**src/common/acs_pkg.sv**
```systemverilog
// Function
// - High result register holds result bits 9..2, bit 9 at bit 7.
// - Low result register holds bits 1..0; its bits 7..2 read zero.
// - Input above upper reference reports FFh high, 03h low, no overflow.
// - Input below lower reference reports zero in both result registers.
// - Setting converter-on starts continuous conversion of the selected input.
// - Clearing converter-on disables the converter and stops any conversion.
// - Each finished conversion sets the completion flag and posts the result unless the result registers are locked or a low read is in flight.
// - Reading high result or writing control/status clears the completion flag.
// - New channel value aborts conversion, clears flag, converts the new input.
// - Reading low result locks both result registers against updates.
// - Lock released by reading high result or clearing converter-on.
// - Clock select slow/fast: 00 half, 01 full, 10 quarter, 11 half.
// - Four-bit channel field is a binary number selecting one of 16 inputs.
// - Wait mode leaves the converter running; halt mode disables it.
// - Control/status resets to 00h; all bits writable except read-only flag.
package acs_pkg;
    // Register indices as printed; byte address is four times the index
    localparam logic [7:0] IDX_CSR = 8'h45;
    localparam logic [7:0] IDX_RES_HIGH = 8'h46;
    localparam logic [7:0] IDX_RES_LOW = 8'h47;
    localparam int ADDR_W = 12;
    localparam logic [11:0] ADDR_CSR = {2'h0, IDX_CSR, 2'h0};
    localparam logic [11:0] ADDR_RES_HIGH = {2'h0, IDX_RES_HIGH, 2'h0};
    localparam logic [11:0] ADDR_RES_LOW = {2'h0, IDX_RES_LOW, 2'h0};

    // Control/status field layout
    localparam int EOC_BIT = 7;
    localparam int FAST_BIT = 6;
    localparam int ON_BIT = 5;
    localparam int SLOW_BIT = 4;
    localparam int SEL_MSB = 3;
    localparam int SEL_LSB = 0;
    localparam logic [7:0] CSR_RESET = 8'h00;
    localparam logic [7:0] RES_RESET = 8'h00;

    // Result layout
    localparam int RES_BITS = 10;
    localparam int HIGH_LSB = 2;
    localparam int LOW_W = 2;
    localparam logic [9:0] CODE_ZERO = 10'h000;

    // Conversion clock terminal counts (divide ratio minus one), selected by {slow, fast}
    localparam logic [1:0] DIV_HALF = 2'h1;
    localparam logic [1:0] DIV_FULL = 2'h0;
    localparam logic [1:0] DIV_QUARTER = 2'h3;

    // Sample phase length in converter clock ticks
    localparam logic [3:0] SAMPLE_TICKS = 4'h3;
    // Highest core clock for the undivided setting
    localparam int FULL_RATE_MAX_HZ = 4_000_000;

    typedef enum logic [1:0] {
        ACS_IDLE,
        ACS_SAMPLE,
        ACS_CONVERT
    } acs_state_e;
endpackage : acs_pkg

```
**src/verilog/acs_clk_div.sv**
```systemverilog
`timescale 1ns/1ps
`default_nettype none
// Converter clock tick generator; held at zero while stopped
module acs_clk_div (
    input wire logic mclk,
    input wire logic rst,
    input wire logic run,
    input wire logic slowSel,
    input wire logic fastSel,
    output logic tick
);
    logic [1:0] count_reg;
    logic [1:0] count_next;
    logic [1:0] ratio;

    always_comb begin
        unique case ({slowSel, fastSel})
            2'b01: ratio = acs_pkg::DIV_FULL;
            2'b10: ratio = acs_pkg::DIV_QUARTER;
            default: ratio = acs_pkg::DIV_HALF;
        endcase
    end

    // Tick on the last count of each period
    always_comb begin
        tick = run && (count_reg >= ratio);
        if (!run || tick) begin
            count_next = 2'h0;
        end else begin
            count_next = count_reg + 2'h1;
        end
    end

    always_ff @(posedge mclk or posedge rst) begin
        if (rst) begin
            count_reg <= 2'h0;
        end else begin
            count_reg <= count_next;
        end
    end
endmodule : acs_clk_div
`default_nettype wire

```
**src/verilog/acs_control.sv**
```systemverilog
`timescale 1ns/1ps
`default_nettype none
// Converter sequencer with APB register access and digital SAR loop
module acs_control #(
    parameter int ADDR_W = acs_pkg::ADDR_W,
    parameter int RES_BITS = acs_pkg::RES_BITS,
    parameter logic [3:0] SAMPLE_TICKS = acs_pkg::SAMPLE_TICKS
) (
    input wire logic mclk,
    input wire logic rst,
    input wire logic psel,
    input wire logic penable,
    input wire logic pwrite,
    input wire logic [ADDR_W-1:0] paddr,
    input wire logic [31:0] pwdata,
    output logic [31:0] prdata,
    output logic pready,
    output logic pslverr,
    input wire logic haltMode,
    input wire logic compHigh,
    output logic converterPowerOn,
    output logic sampleHold,
    output logic [3:0] inputSelector,
    output logic [RES_BITS-1:0] trialCode
);
    // Register decode, shared by read and side-effect paths
    function automatic logic [1:0] regDecode(input logic [ADDR_W-1:0] a);
        if (a == acs_pkg::ADDR_CSR) begin
            regDecode = 2'h1;
        end else if (a == acs_pkg::ADDR_RES_HIGH) begin
            regDecode = 2'h2;
        end else if (a == acs_pkg::ADDR_RES_LOW) begin
            regDecode = 2'h3;
        end else begin
            regDecode = 2'h0;
        end
    endfunction : regDecode

    localparam logic [1:0] SEL_NONE = 2'h0;
    localparam logic [1:0] SEL_CSR = 2'h1;
    localparam logic [1:0] SEL_HIGH = 2'h2;
    localparam logic [1:0] SEL_LOW = 2'h3;

    // Bus state
    logic pready_reg;
    logic pready_next;
    logic pslverr_reg;
    logic pslverr_next;
    logic [31:0] prdata_reg;
    logic [31:0] prdata_next;

    // Control/status state
    logic eoc_reg;
    logic eoc_next;
    logic fast_reg;
    logic fast_next;
    logic on_reg;
    logic on_next;
    logic slow_reg;
    logic slow_next;
    logic [3:0] sel_reg;
    logic [3:0] sel_next;

    // Result state
    logic [7:0] resHigh_reg;
    logic [7:0] resHigh_next;
    logic [1:0] resLow_reg;
    logic [1:0] resLow_next;
    logic lock_reg;
    logic lock_next;

    // Sequencer state
    acs_pkg::acs_state_e state_reg;
    acs_pkg::acs_state_e state_next;
    logic [3:0] sampleCnt_reg;
    logic [3:0] sampleCnt_next;
    logic [3:0] bitIdx_reg;
    logic [3:0] bitIdx_next;
    logic [RES_BITS-1:0] code_reg;
    logic [RES_BITS-1:0] code_next;
    logic hold_reg;
    logic hold_next;
    logic power_reg;
    logic power_next;

    // Decoded bus events
    logic [1:0] regSel;
    logic done;
    logic csrWrite;
    logic highRead;
    logic lowRead;
    logic lowReadPending;
    logic selChange;
    logic run;
    logic tick;
    logic convDone;
    logic [RES_BITS-1:0] finalCode;

    assign regSel = regDecode(paddr);
    // Completion edge of an APB access
    assign done = psel && penable && pready_reg;
    assign csrWrite = done && pwrite && (regSel == SEL_CSR);
    assign highRead = done && !pwrite && (regSel == SEL_HIGH);
    assign lowRead = done && !pwrite && (regSel == SEL_LOW);
    // Low read in its capture or completion cycle; keeps the captured pair coherent
    assign lowReadPending = psel && penable && !pwrite && (regSel == SEL_LOW);
    assign selChange = csrWrite && (pwdata[acs_pkg::SEL_MSB:acs_pkg::SEL_LSB] != sel_reg);
    // halt disables, wait has no effect
    assign run = on_reg && !haltMode;

    // Conversion clock enable
    acs_clk_div acs_clk_div_i (
        .mclk(mclk),
        .rst(rst),
        .run(run),
        .slowSel(slow_reg),
        .fastSel(fast_reg),
        .tick(tick)
    );

    // APB slave: one wait state, data captured before pready rises
    always_comb begin
        pready_next = psel && penable && !pready_reg;
        pslverr_next = pslverr_reg;
        prdata_next = prdata_reg;
        if (psel && penable && !pready_reg) begin
            pslverr_next = (regSel == SEL_NONE);
            prdata_next = 32'h0000_0000;
            if (!pwrite) begin
                unique case (regSel)
                    SEL_CSR: begin
                        prdata_next[7:0] = {eoc_reg, fast_reg, on_reg, slow_reg, sel_reg};
                    end
                    SEL_HIGH: begin
                        prdata_next[7:0] = resHigh_reg;
                    end
                    SEL_LOW: begin
                        prdata_next[acs_pkg::LOW_W-1:0] = resLow_reg;
                    end
                    SEL_NONE: begin
                        prdata_next = 32'h0000_0000;
                    end
                endcase
            end
        end else if (!psel) begin
            pslverr_next = 1'b0;
        end
    end

    always_ff @(posedge mclk or posedge rst) begin
        if (rst) begin
            pready_reg <= 1'b0;
            pslverr_reg <= 1'b0;
            prdata_reg <= 32'h0000_0000;
        end else begin
            pready_reg <= pready_next;
            pslverr_reg <= pslverr_next;
            prdata_reg <= prdata_next;
        end
    end

    // Control/status register
    always_comb begin
        fast_next = fast_reg;
        on_next = on_reg;
        slow_next = slow_reg;
        sel_next = sel_reg;
        eoc_next = eoc_reg;
        if (convDone) begin
            eoc_next = 1'b1;
        end
        if (highRead) begin
            eoc_next = 1'b0;
        end
        // all bits but the flag writable
        if (csrWrite) begin
            fast_next = pwdata[acs_pkg::FAST_BIT];
            on_next = pwdata[acs_pkg::ON_BIT];
            slow_next = pwdata[acs_pkg::SLOW_BIT];
            sel_next = pwdata[acs_pkg::SEL_MSB:acs_pkg::SEL_LSB];
            eoc_next = 1'b0;
        end
    end

    always_ff @(posedge mclk or posedge rst) begin
        if (rst) begin
            eoc_reg <= acs_pkg::CSR_RESET[acs_pkg::EOC_BIT];
            fast_reg <= acs_pkg::CSR_RESET[acs_pkg::FAST_BIT];
            on_reg <= acs_pkg::CSR_RESET[acs_pkg::ON_BIT];
            slow_reg <= acs_pkg::CSR_RESET[acs_pkg::SLOW_BIT];
            sel_reg <= acs_pkg::CSR_RESET[acs_pkg::SEL_MSB:acs_pkg::SEL_LSB];
        end else begin
            eoc_reg <= eoc_next;
            fast_reg <= fast_next;
            on_reg <= on_next;
            slow_reg <= slow_next;
            sel_reg <= sel_next;
        end
    end

    // Result registers and read lock
    always_comb begin
        resHigh_next = resHigh_reg;
        resLow_next = resLow_reg;
        lock_next = lock_reg;
        // updates held while locked or low read in flight
        if (convDone && !lock_reg && !lowReadPending) begin
            resHigh_next = finalCode[RES_BITS-1:acs_pkg::HIGH_LSB];
            resLow_next = finalCode[acs_pkg::LOW_W-1:0];
        end
        if (lowRead) begin
            lock_next = 1'b1;
        end
        // unlock on high read or power off
        if (highRead || !on_reg) begin
            lock_next = 1'b0;
        end
    end

    always_ff @(posedge mclk or posedge rst) begin
        if (rst) begin
            resHigh_reg <= acs_pkg::RES_RESET;
            resLow_reg <= acs_pkg::RES_RESET[acs_pkg::LOW_W-1:0];
            lock_reg <= 1'b0;
        end else begin
            resHigh_reg <= resHigh_next;
            resLow_reg <= resLow_next;
            lock_reg <= lock_next;
        end
    end

    // Successive approximation: each trial bit kept when input is at or above it.
    // Saturation at both ends falls out of the search, so no overflow flag.
    // all ones when input above range
    // all zero when input below range
    assign finalCode = compHigh ? code_reg : (code_reg & ~(RES_BITS'(1) << bitIdx_reg));
    assign convDone = (state_reg == acs_pkg::ACS_CONVERT) && tick && (bitIdx_reg == 4'h0)
        && !selChange && !(csrWrite && !pwdata[acs_pkg::ON_BIT]);

    // Sequencer next state
    always_comb begin
        state_next = state_reg;
        sampleCnt_next = sampleCnt_reg;
        bitIdx_next = bitIdx_reg;
        code_next = code_reg;
        hold_next = 1'b0;
        power_next = run;
        unique case (state_reg)
            acs_pkg::ACS_IDLE: begin
                if (run) begin
                    state_next = acs_pkg::ACS_SAMPLE;
                    sampleCnt_next = 4'h0;
                    hold_next = 1'b1;
                end
            end
            acs_pkg::ACS_SAMPLE: begin
                hold_next = 1'b1;
                if (tick) begin
                    if (sampleCnt_reg == SAMPLE_TICKS - 4'h1) begin
                        state_next = acs_pkg::ACS_CONVERT;
                        hold_next = 1'b0;
                        bitIdx_next = 4'(RES_BITS - 1);
                        code_next = RES_BITS'(1) << (RES_BITS - 1);
                    end else begin
                        sampleCnt_next = sampleCnt_reg + 4'h1;
                    end
                end
            end
            acs_pkg::ACS_CONVERT: begin
                if (tick) begin
                    if (bitIdx_reg == 4'h0) begin
                        state_next = acs_pkg::ACS_SAMPLE;
                        sampleCnt_next = 4'h0;
                        hold_next = 1'b1;
                        code_next = finalCode;
                    end else begin
                        bitIdx_next = bitIdx_reg - 4'h1;
                        code_next = finalCode | (RES_BITS'(1) << (bitIdx_reg - 4'h1));
                    end
                end
            end
        endcase
        // abort and restart on new channel
        if (selChange && run) begin
            state_next = acs_pkg::ACS_SAMPLE;
            sampleCnt_next = 4'h0;
            hold_next = 1'b1;
        end
        if (!run || (csrWrite && !pwdata[acs_pkg::ON_BIT])) begin
            state_next = acs_pkg::ACS_IDLE;
            hold_next = 1'b0;
            code_next = acs_pkg::CODE_ZERO;
        end
    end

    always_ff @(posedge mclk or posedge rst) begin
        if (rst) begin
            state_reg <= acs_pkg::ACS_IDLE;
            sampleCnt_reg <= 4'h0;
            bitIdx_reg <= 4'h0;
            code_reg <= acs_pkg::CODE_ZERO;
            hold_reg <= 1'b0;
            power_reg <= 1'b0;
        end else begin
            state_reg <= state_next;
            sampleCnt_reg <= sampleCnt_next;
            bitIdx_reg <= bitIdx_next;
            code_reg <= code_next;
            hold_reg <= hold_next;
            power_reg <= power_next;
        end
    end

    // Outputs straight from flops.
    // channel field drives the mux as a binary number
    // no interrupt output exists; software polls
    assign prdata = prdata_reg;
    assign pready = pready_reg;
    assign pslverr = pslverr_reg;
    assign converterPowerOn = power_reg;
    assign sampleHold = hold_reg;
    assign inputSelector = sel_reg;
    assign trialCode = code_reg;
endmodule : acs_control
`default_nettype wire

```
**config.mk**
```make
export PLATFORM = sky130hd
export DESIGN_NAME = acs_control
export DESIGN_NICKNAME = d
export VERILOG_FILES = /design/src/common/acs_pkg.sv /design/src/verilog/acs_clk_div.sv /design/src/verilog/acs_control.sv
export SDC_FILE = /design/constraint.sdc
export NUM_CORES = 1
export LEC_CHECK = 0
export ABC_AREA = 1
export BUFFER_PORTS_ARGS = -buffer_cell sky130_fd_sc_hd__buf_2
export CAP_MARGIN = 5
export CORE_MARGIN = 1
export CORE_UTILIZATION = 52
export CTS_BUF_LIST = sky130_fd_sc_hd__clkbuf_16
export DETAILED_ROUTE_END_ITERATION = 10
export GPL_TIMING_DRIVEN = 0
export HOLD_SLACK_MARGIN = 0.12
export PLACE_DENSITY = 0.87
export SKIP_CTS_REPAIR_TIMING = 1
export SLEW_MARGIN = 15
export SYNTH_ARGS = -nofsm -noshare
export SYNTH_HDL_FRONTEND = slang
export SYNTH_HIERARCHICAL = 1
export SYNTH_SLANG_ARGS = --single-unit
export TNS_END_PERCENT = 50
```
**constraint.sdc**
```tcl
create_clock -name mclk -period 3.1 [get_ports mclk]
set_clock_uncertainty 0.2 [all_clocks]
set_input_delay 0.775 -clock mclk [delete_from_list [all_inputs] [get_ports mclk]]
set_output_delay 0.775 -clock mclk [all_outputs]
set_load 0.02 [all_outputs]
```
==> impl_metrics.ini, run 1 <==
[yosys]
ys_ff_latch = 53
ys_top_cells_by_count = nand2_1, inv_1, dfrtp_1
synthCells = 452
postSynthAreaPerCell_sq_um = 7.374
netlist.area_leader.share_pct = 39.79
yosysMostFrequentCell = nand2_1
synth_area_sq_um = 3333
synth_cell_types = 32
yosysWarningCount = 6
synthTopCellsByArea = dfrtp_1, nand2_1, inv_1, buf_4, nor2_1
synth_edf_count = 0
synthFlopType = dfrtp_1
synth_seq_area_share_pct = 39.79
yosys.area.top_type = dfrtp_1
synthArstFlopShare_pct = 100.0

[place]
dp_slack_ns = 0.4399
hpwl_microns = 5827
portBuffers = 51
gp_congestion = 0.9205

[timing]
setup_tns_ns = 0
fin_crit_sh_pct = 87.86
hold_viol = 0
drv_slew = 0
max_slew_margin_pct = 51.06
worst_slew_pin_slew_ns = 0.7289
min_period_ns = 2.724
fmax_ghz = 0.3671
setup_ws_ns = 0.3763
setup_viol = 0
rsz0062_at_grt = no

[detailed_routing]
vias_per_cell = 5.115
via_count = 3120
wire_per_inst_microns = 12.35
dr.pass1.iters = 5
drcViolationCount = 0
ant_nets = 0
routed_wl_microns = 7536
drtIter0Drc = 210

[power]
intPower_w = 0.001057
p_per_area_nw_per_um2 = 361.2
switching_share_pct = 25.73
clock_power_share_pct = 40.2
ir_drop_mv = 0.2970
leakage_nw = 2.171
p_seq_share_pct = 49.6
p_sw_w = 0.0003660
comb_power_share_pct = 10.2

[finish]
fill_cells = 522
areaGrowthSynthToFinish_pct = 18.17
largest_register_ffs = 10
nNetsFinal = 597
diodes = 0
drive_gt1_share_pct = 19.44
multi_input_area_sq_um = 1625
seq_area_sq_um = 1326

[outcome]
status = finished clean

[worst_setup_path]
cp.arrival_ns = 2.73
critical_path_class = flip-flop to flip-flop
crit_fanout = 6
cp_data_required_time_ns = 3.11
start_kind = flip-flop
endpoint_kind = flip-flop
ff2ff_path_depth = 12

[run]
timing.max_cap.violations = 0

[clock_tree]
cts_buffers = 5
clkLatencyLatePin_ns = 0.29
clock-root-buffer = clkbuf_16
clkSlewWorstSetupHoldPaths_ns = 0.07
cts_sinks = 53
cts_tree = done
ctsLongestPathBuffers = 2
htree_levels = 2

[global_routing]
grt_usage_pct = 23.81
grt_pass1_vias = 2813
antenna_found_initial = 0
grt_pass1_wl_microns = 12150
globalRoute.totalOverflow = 0
grt_start_max_net_pins = 37

[floorplanning]
core-area_sq_um = 6061
dieHeight_microns = 82.06
die_area_sq_um = 6734
ios = 101
start_util_pct = 55.00
rows = 28
die_w_microns = 82.06

[worst_hold_path]
hp-class = input pin to asynchronous set/reset pin
[layout by cell type (no fill, tap or decap), drive strengths merged]
master	count
a21oi	14
a22oi	2
a31oi	4
buf	81
clkbuf	6
clkinv	2
clkinvlp	1
conb	24
dfrtp	53
ha	12
inv	66
nand2	129
nand3	26
nand4	16
nor2	52
nor3	3
nor3b	1
o211ai	1
o21a	1
o21ai	31
o22ai	2
or2	2
xnor2	2
xor2	4
[critical path: stages (launching register included)]
cell     delay (ns)
dfrtp_1        0.42
or2_2          0.32
ha_1           0.29
nand2_1        0.07
nand3_1        0.08
nand2_1        0.06
inv_1          0.09
inv_1          0.05
o21ai_0        0.09
nand3_1        0.24
nor2_1         0.43
nand2_1        0.10
a31oi_1        0.20
[cell type report]
type | instances | area share [%]
multi-input combinational | 326 | 41.26
sequential | 53 | 33.67
timing repair buffer | 52 | 6.989
inverter | 66 | 6.290
buffer | 30 | 5.591
clock buffer | 5 | 3.177
tap | 75 | 2.382
clock inverter | 3 | 0.6353
[routing by layer]
metal	GRT usage, %	vias to the layer above	routed length [microns]
met5	0	-	0
met4	10.88	0	161
met3	4.222	15	581
met2	41.40	143	3740
met1	28.45	1415	3052
li1	-	1547	-
[cell families after synthesis]
group	Yosys count	share of synthesized area, %
adder cells (fa/ha/maj)	12	4.504
other	1	0.1125
XOR/XNOR	6	1.577
buffers and inverters	96	14.04
flip-flops	53	39.79
AO/OA/AOI/OAI	55	9.122
AND/OR/NAND/NOR	229	30.86
[power groups by stage]
stage	registers (W)	logic (W)	clock network (W)
floorplan	0.000720	0.000101	0
global placement	0.000718	0.000137	0
detailed placement	0.000719	0.000144	0
CTS	0.000705	0.000144	0.000584
global route	0.000706	0.000161	0.000617
finish	0.000705	0.000145	0.000572
[path summary, 6_finish.rpt]
| path | startpoint | end | slack [ns] |
|---|---|---|---|
| min | rst | acs_clk_div_i/count_reg[0] | 0.14 |
| max | fast_reg | trialCode[3] | 0.38 |
| min reg2reg | acs_clk_div_i/count_reg[0] | acs_clk_div_i/count_reg[0] | 0.27 |
| max in group asynchronous | rst | trialCode[7] | 1.95 |
| min in group mclk | acs_clk_div_i/count_reg[0] | acs_clk_div_i/count_reg[0] | 0.27 |
| max reg2reg | fast_reg | trialCode[3] | 0.38 |
[stage by stage]
stage / std cells / hold slack (ns) / utilization, % / instance area [sq um] / power (W)
3_3_place_gp: 601 / 0.2580 / 62.18 / 3769 / 0.0008549
2_1_floorplan: 475 / 0.2422 / - / 3420 / 0.0008213
4_1_cts: 610 / 0.1372 / 64.99 / 3939 / 0.001433
5_1_grt: 610 / 0.1394 / 64.99 / 3939 / 0.001485
6_report: 610 / 0.1429 / 64.99 / 3939 / 0.001423
3_5_place_dp: 602 / 0.2640 / 62.51 / 3789 / 0.0008624
(Power assumes the default switching activity.)
==> run 2, diff against run 1 <==
--- a/config.mk
+++ b/config.mk
@@ -9,13 +9,14 @@
 export BUFFER_PORTS_ARGS = -buffer_cell sky130_fd_sc_hd__buf_2
 export CAP_MARGIN = 5
 export CORE_MARGIN = 1
-export CORE_UTILIZATION = 52
+export CORE_UTILIZATION = 45
 export CTS_BUF_LIST = sky130_fd_sc_hd__clkbuf_16
 export DETAILED_ROUTE_END_ITERATION = 10
 export GPL_TIMING_DRIVEN = 0
 export HOLD_SLACK_MARGIN = 0.12
-export PLACE_DENSITY = 0.87
+export PLACE_DENSITY = 0.77
 export SKIP_CTS_REPAIR_TIMING = 1
+export SKIP_LAST_GASP = 1
 export SLEW_MARGIN = 15
 export SYNTH_ARGS = -nofsm -noshare
 export SYNTH_HDL_FRONTEND = slang
==> impl_metrics.ini, run 2 (same netlist as run 1, synthesis figures left out) <==
[floorplanning]
die_area_sq_um = 7755
rows = 31
core-area_sq_um = 7214
dieHeight_microns = 88.07
die_w_microns = 88.07
start_util_pct = 46.20
ios = 101

[place]
place_inst = 626
hpwl_microns = 5852
portBuffers = 51
gp_congestion = 0.8902

[finish]
nNetsFinal = 597
layout_commonest_cell = nand2_1
largest_register_ffs = 10
final_cells = 634
seq_area_sq_um = 1326
most-common-layout-cells = nand2_1, inv_1, buf_2, dfrtp_1, nor2_1
multi_input_area_sq_um = 1625
fill_cells = 718
fin_util_pct = 55.01
diodes = 0
areaGrowthSynthToFinish_pct = 19.07
drive_gt1_share_pct = 19.44

[timing]
min_period_ns = 2.741
fmax_ghz = 0.3648
hold_viol = 0
fin_hold_ws_ns = 0.1365
drv_slew = 0
fin_crit_sh_pct = 88.42
setup_viol = 0
max_slew_margin_pct = 58.26
worst_slew_pin_slew_ns = 0.6217
setup_tns_ns = 0
rsz0062_at_grt = no

[run]
timing.max_cap.violations = 0

[worst_setup_path]
endpoint_kind = flip-flop
start_kind = flip-flop
slowest_delay_ns = 0.45
critical_path_class = flip-flop to flip-flop
slowest_stage = a21oi_1
crit_fanout = 6
cp.arrival_ns = 2.74
crit_top_cell = o21ai_0
cp_data_required_time_ns = 3.10
crit_chain = or2_2, ha_1, nand2_1, nand3_1, nand2_1, inv_1, inv_1, o21ai_0, nand3_1, a21oi_1, o21ai_0, o21ai_0

[clock_tree]
clkLatencyLatePin_ns = 0.29
cts_buffers = 5
ctsLongestPathBuffers = 2
clock-root-buffer = clkbuf_16
htree_levels = 2
cts_sinks = 53
clkSlewWorstSetupHoldPaths_ns = 0.07
cts_tree = done

[power]
ir_drop_mv = 0.2177
p_per_area_nw_per_um2 = 357.0
total_power_w = 0.001417
leakage_nw = 2.171

[detailed_routing]
topRoutingLayerUsed = met4
wire_per_inst_microns = 11.73
met1Wirelength_microns = 3441
dr.pass1.iters = 4
via_count = 3017
drtIter0Drc = 92
vias_per_cell = 4.759
route.met2.wl_microns = 3535
wl_met3_microns = 320
ant_nets = 0
routed_wl_microns = 7436
drcViolationCount = 0

[worst_hold_path]
hp-class = input pin to asynchronous set/reset pin

[global_routing]
grt_usage_pct = 20.61
grt_start_max_net_pins = 34
globalRoute.totalOverflow = 0
grt_pass1_vias = 2840
grt_pass1_wl_microns = 12460
antenna_found_initial = 0

[outcome]
status = finished clean
-- run 2: cell counts in the layout (fill, tap and decap cells not counted) --
No cell type changed its count.
-- run 2: where the power goes --
part	internal, W	leakage (nW)	switching [W]
clock	0.000305	0.0708	0.000262
combinational	0.0000530	1.43	0.0000914
sequential	0.000698	0.673	0.00000735
-- run 2: metrics by stage --
stage	setup slack (ns)	instance area, sq um
final	0.3589	3969
after global routing	0.1456	3969
after CTS	0.3951	3969
after detailed placement	0.3961	3819
after global placement	0.2302	3799
after floorplan	0.8403	3420
-- run 2: cell type report --
type                       instances  area share [%]
buffer                            30           5.549
sequential                        53           33.42
tap                               99           3.121
clock buffer                       5           3.153
multi-input combinational        326           40.95
inverter                          66           6.242
timing repair buffer              52           6.936
clock inverter                     3          0.6305
-- run 2: worst max-delay path: cells and delay by family, from the launching register on --
family | cells | cell delay, ns
flops | 1 | 0.42
buf+inv | 2 | 0.13
fa+ha+maj | 1 | 0.29
simple gates | 5 | 0.79
compound gates | 4 | 0.84
-- run 2: worst paths after layout --
path                                 from  cells past startpoint  slack [ns]                          to
worst max-delay path             fast_reg                     12        0.36               bitIdx_reg[0]
worst max register to register   fast_reg                     12        0.36               bitIdx_reg[0]
max in group asynchronous             rst                      3        1.89                   prdata[1]
worst min-delay path                  rst                      2        0.14  acs_clk_div_i/count_reg[0]
min in group mclk               prdata[6]                      2        0.27                   prdata[6]
worst min register to register  prdata[6]                      2        0.27                   prdata[6]
-- run 2: routing by layer --
layer	track usage, %	up-vias
met2	36.43	74
met4	7.331	0
met3	3.110	11
met5	0	-
li1	-	1543
met1	25.56	1389
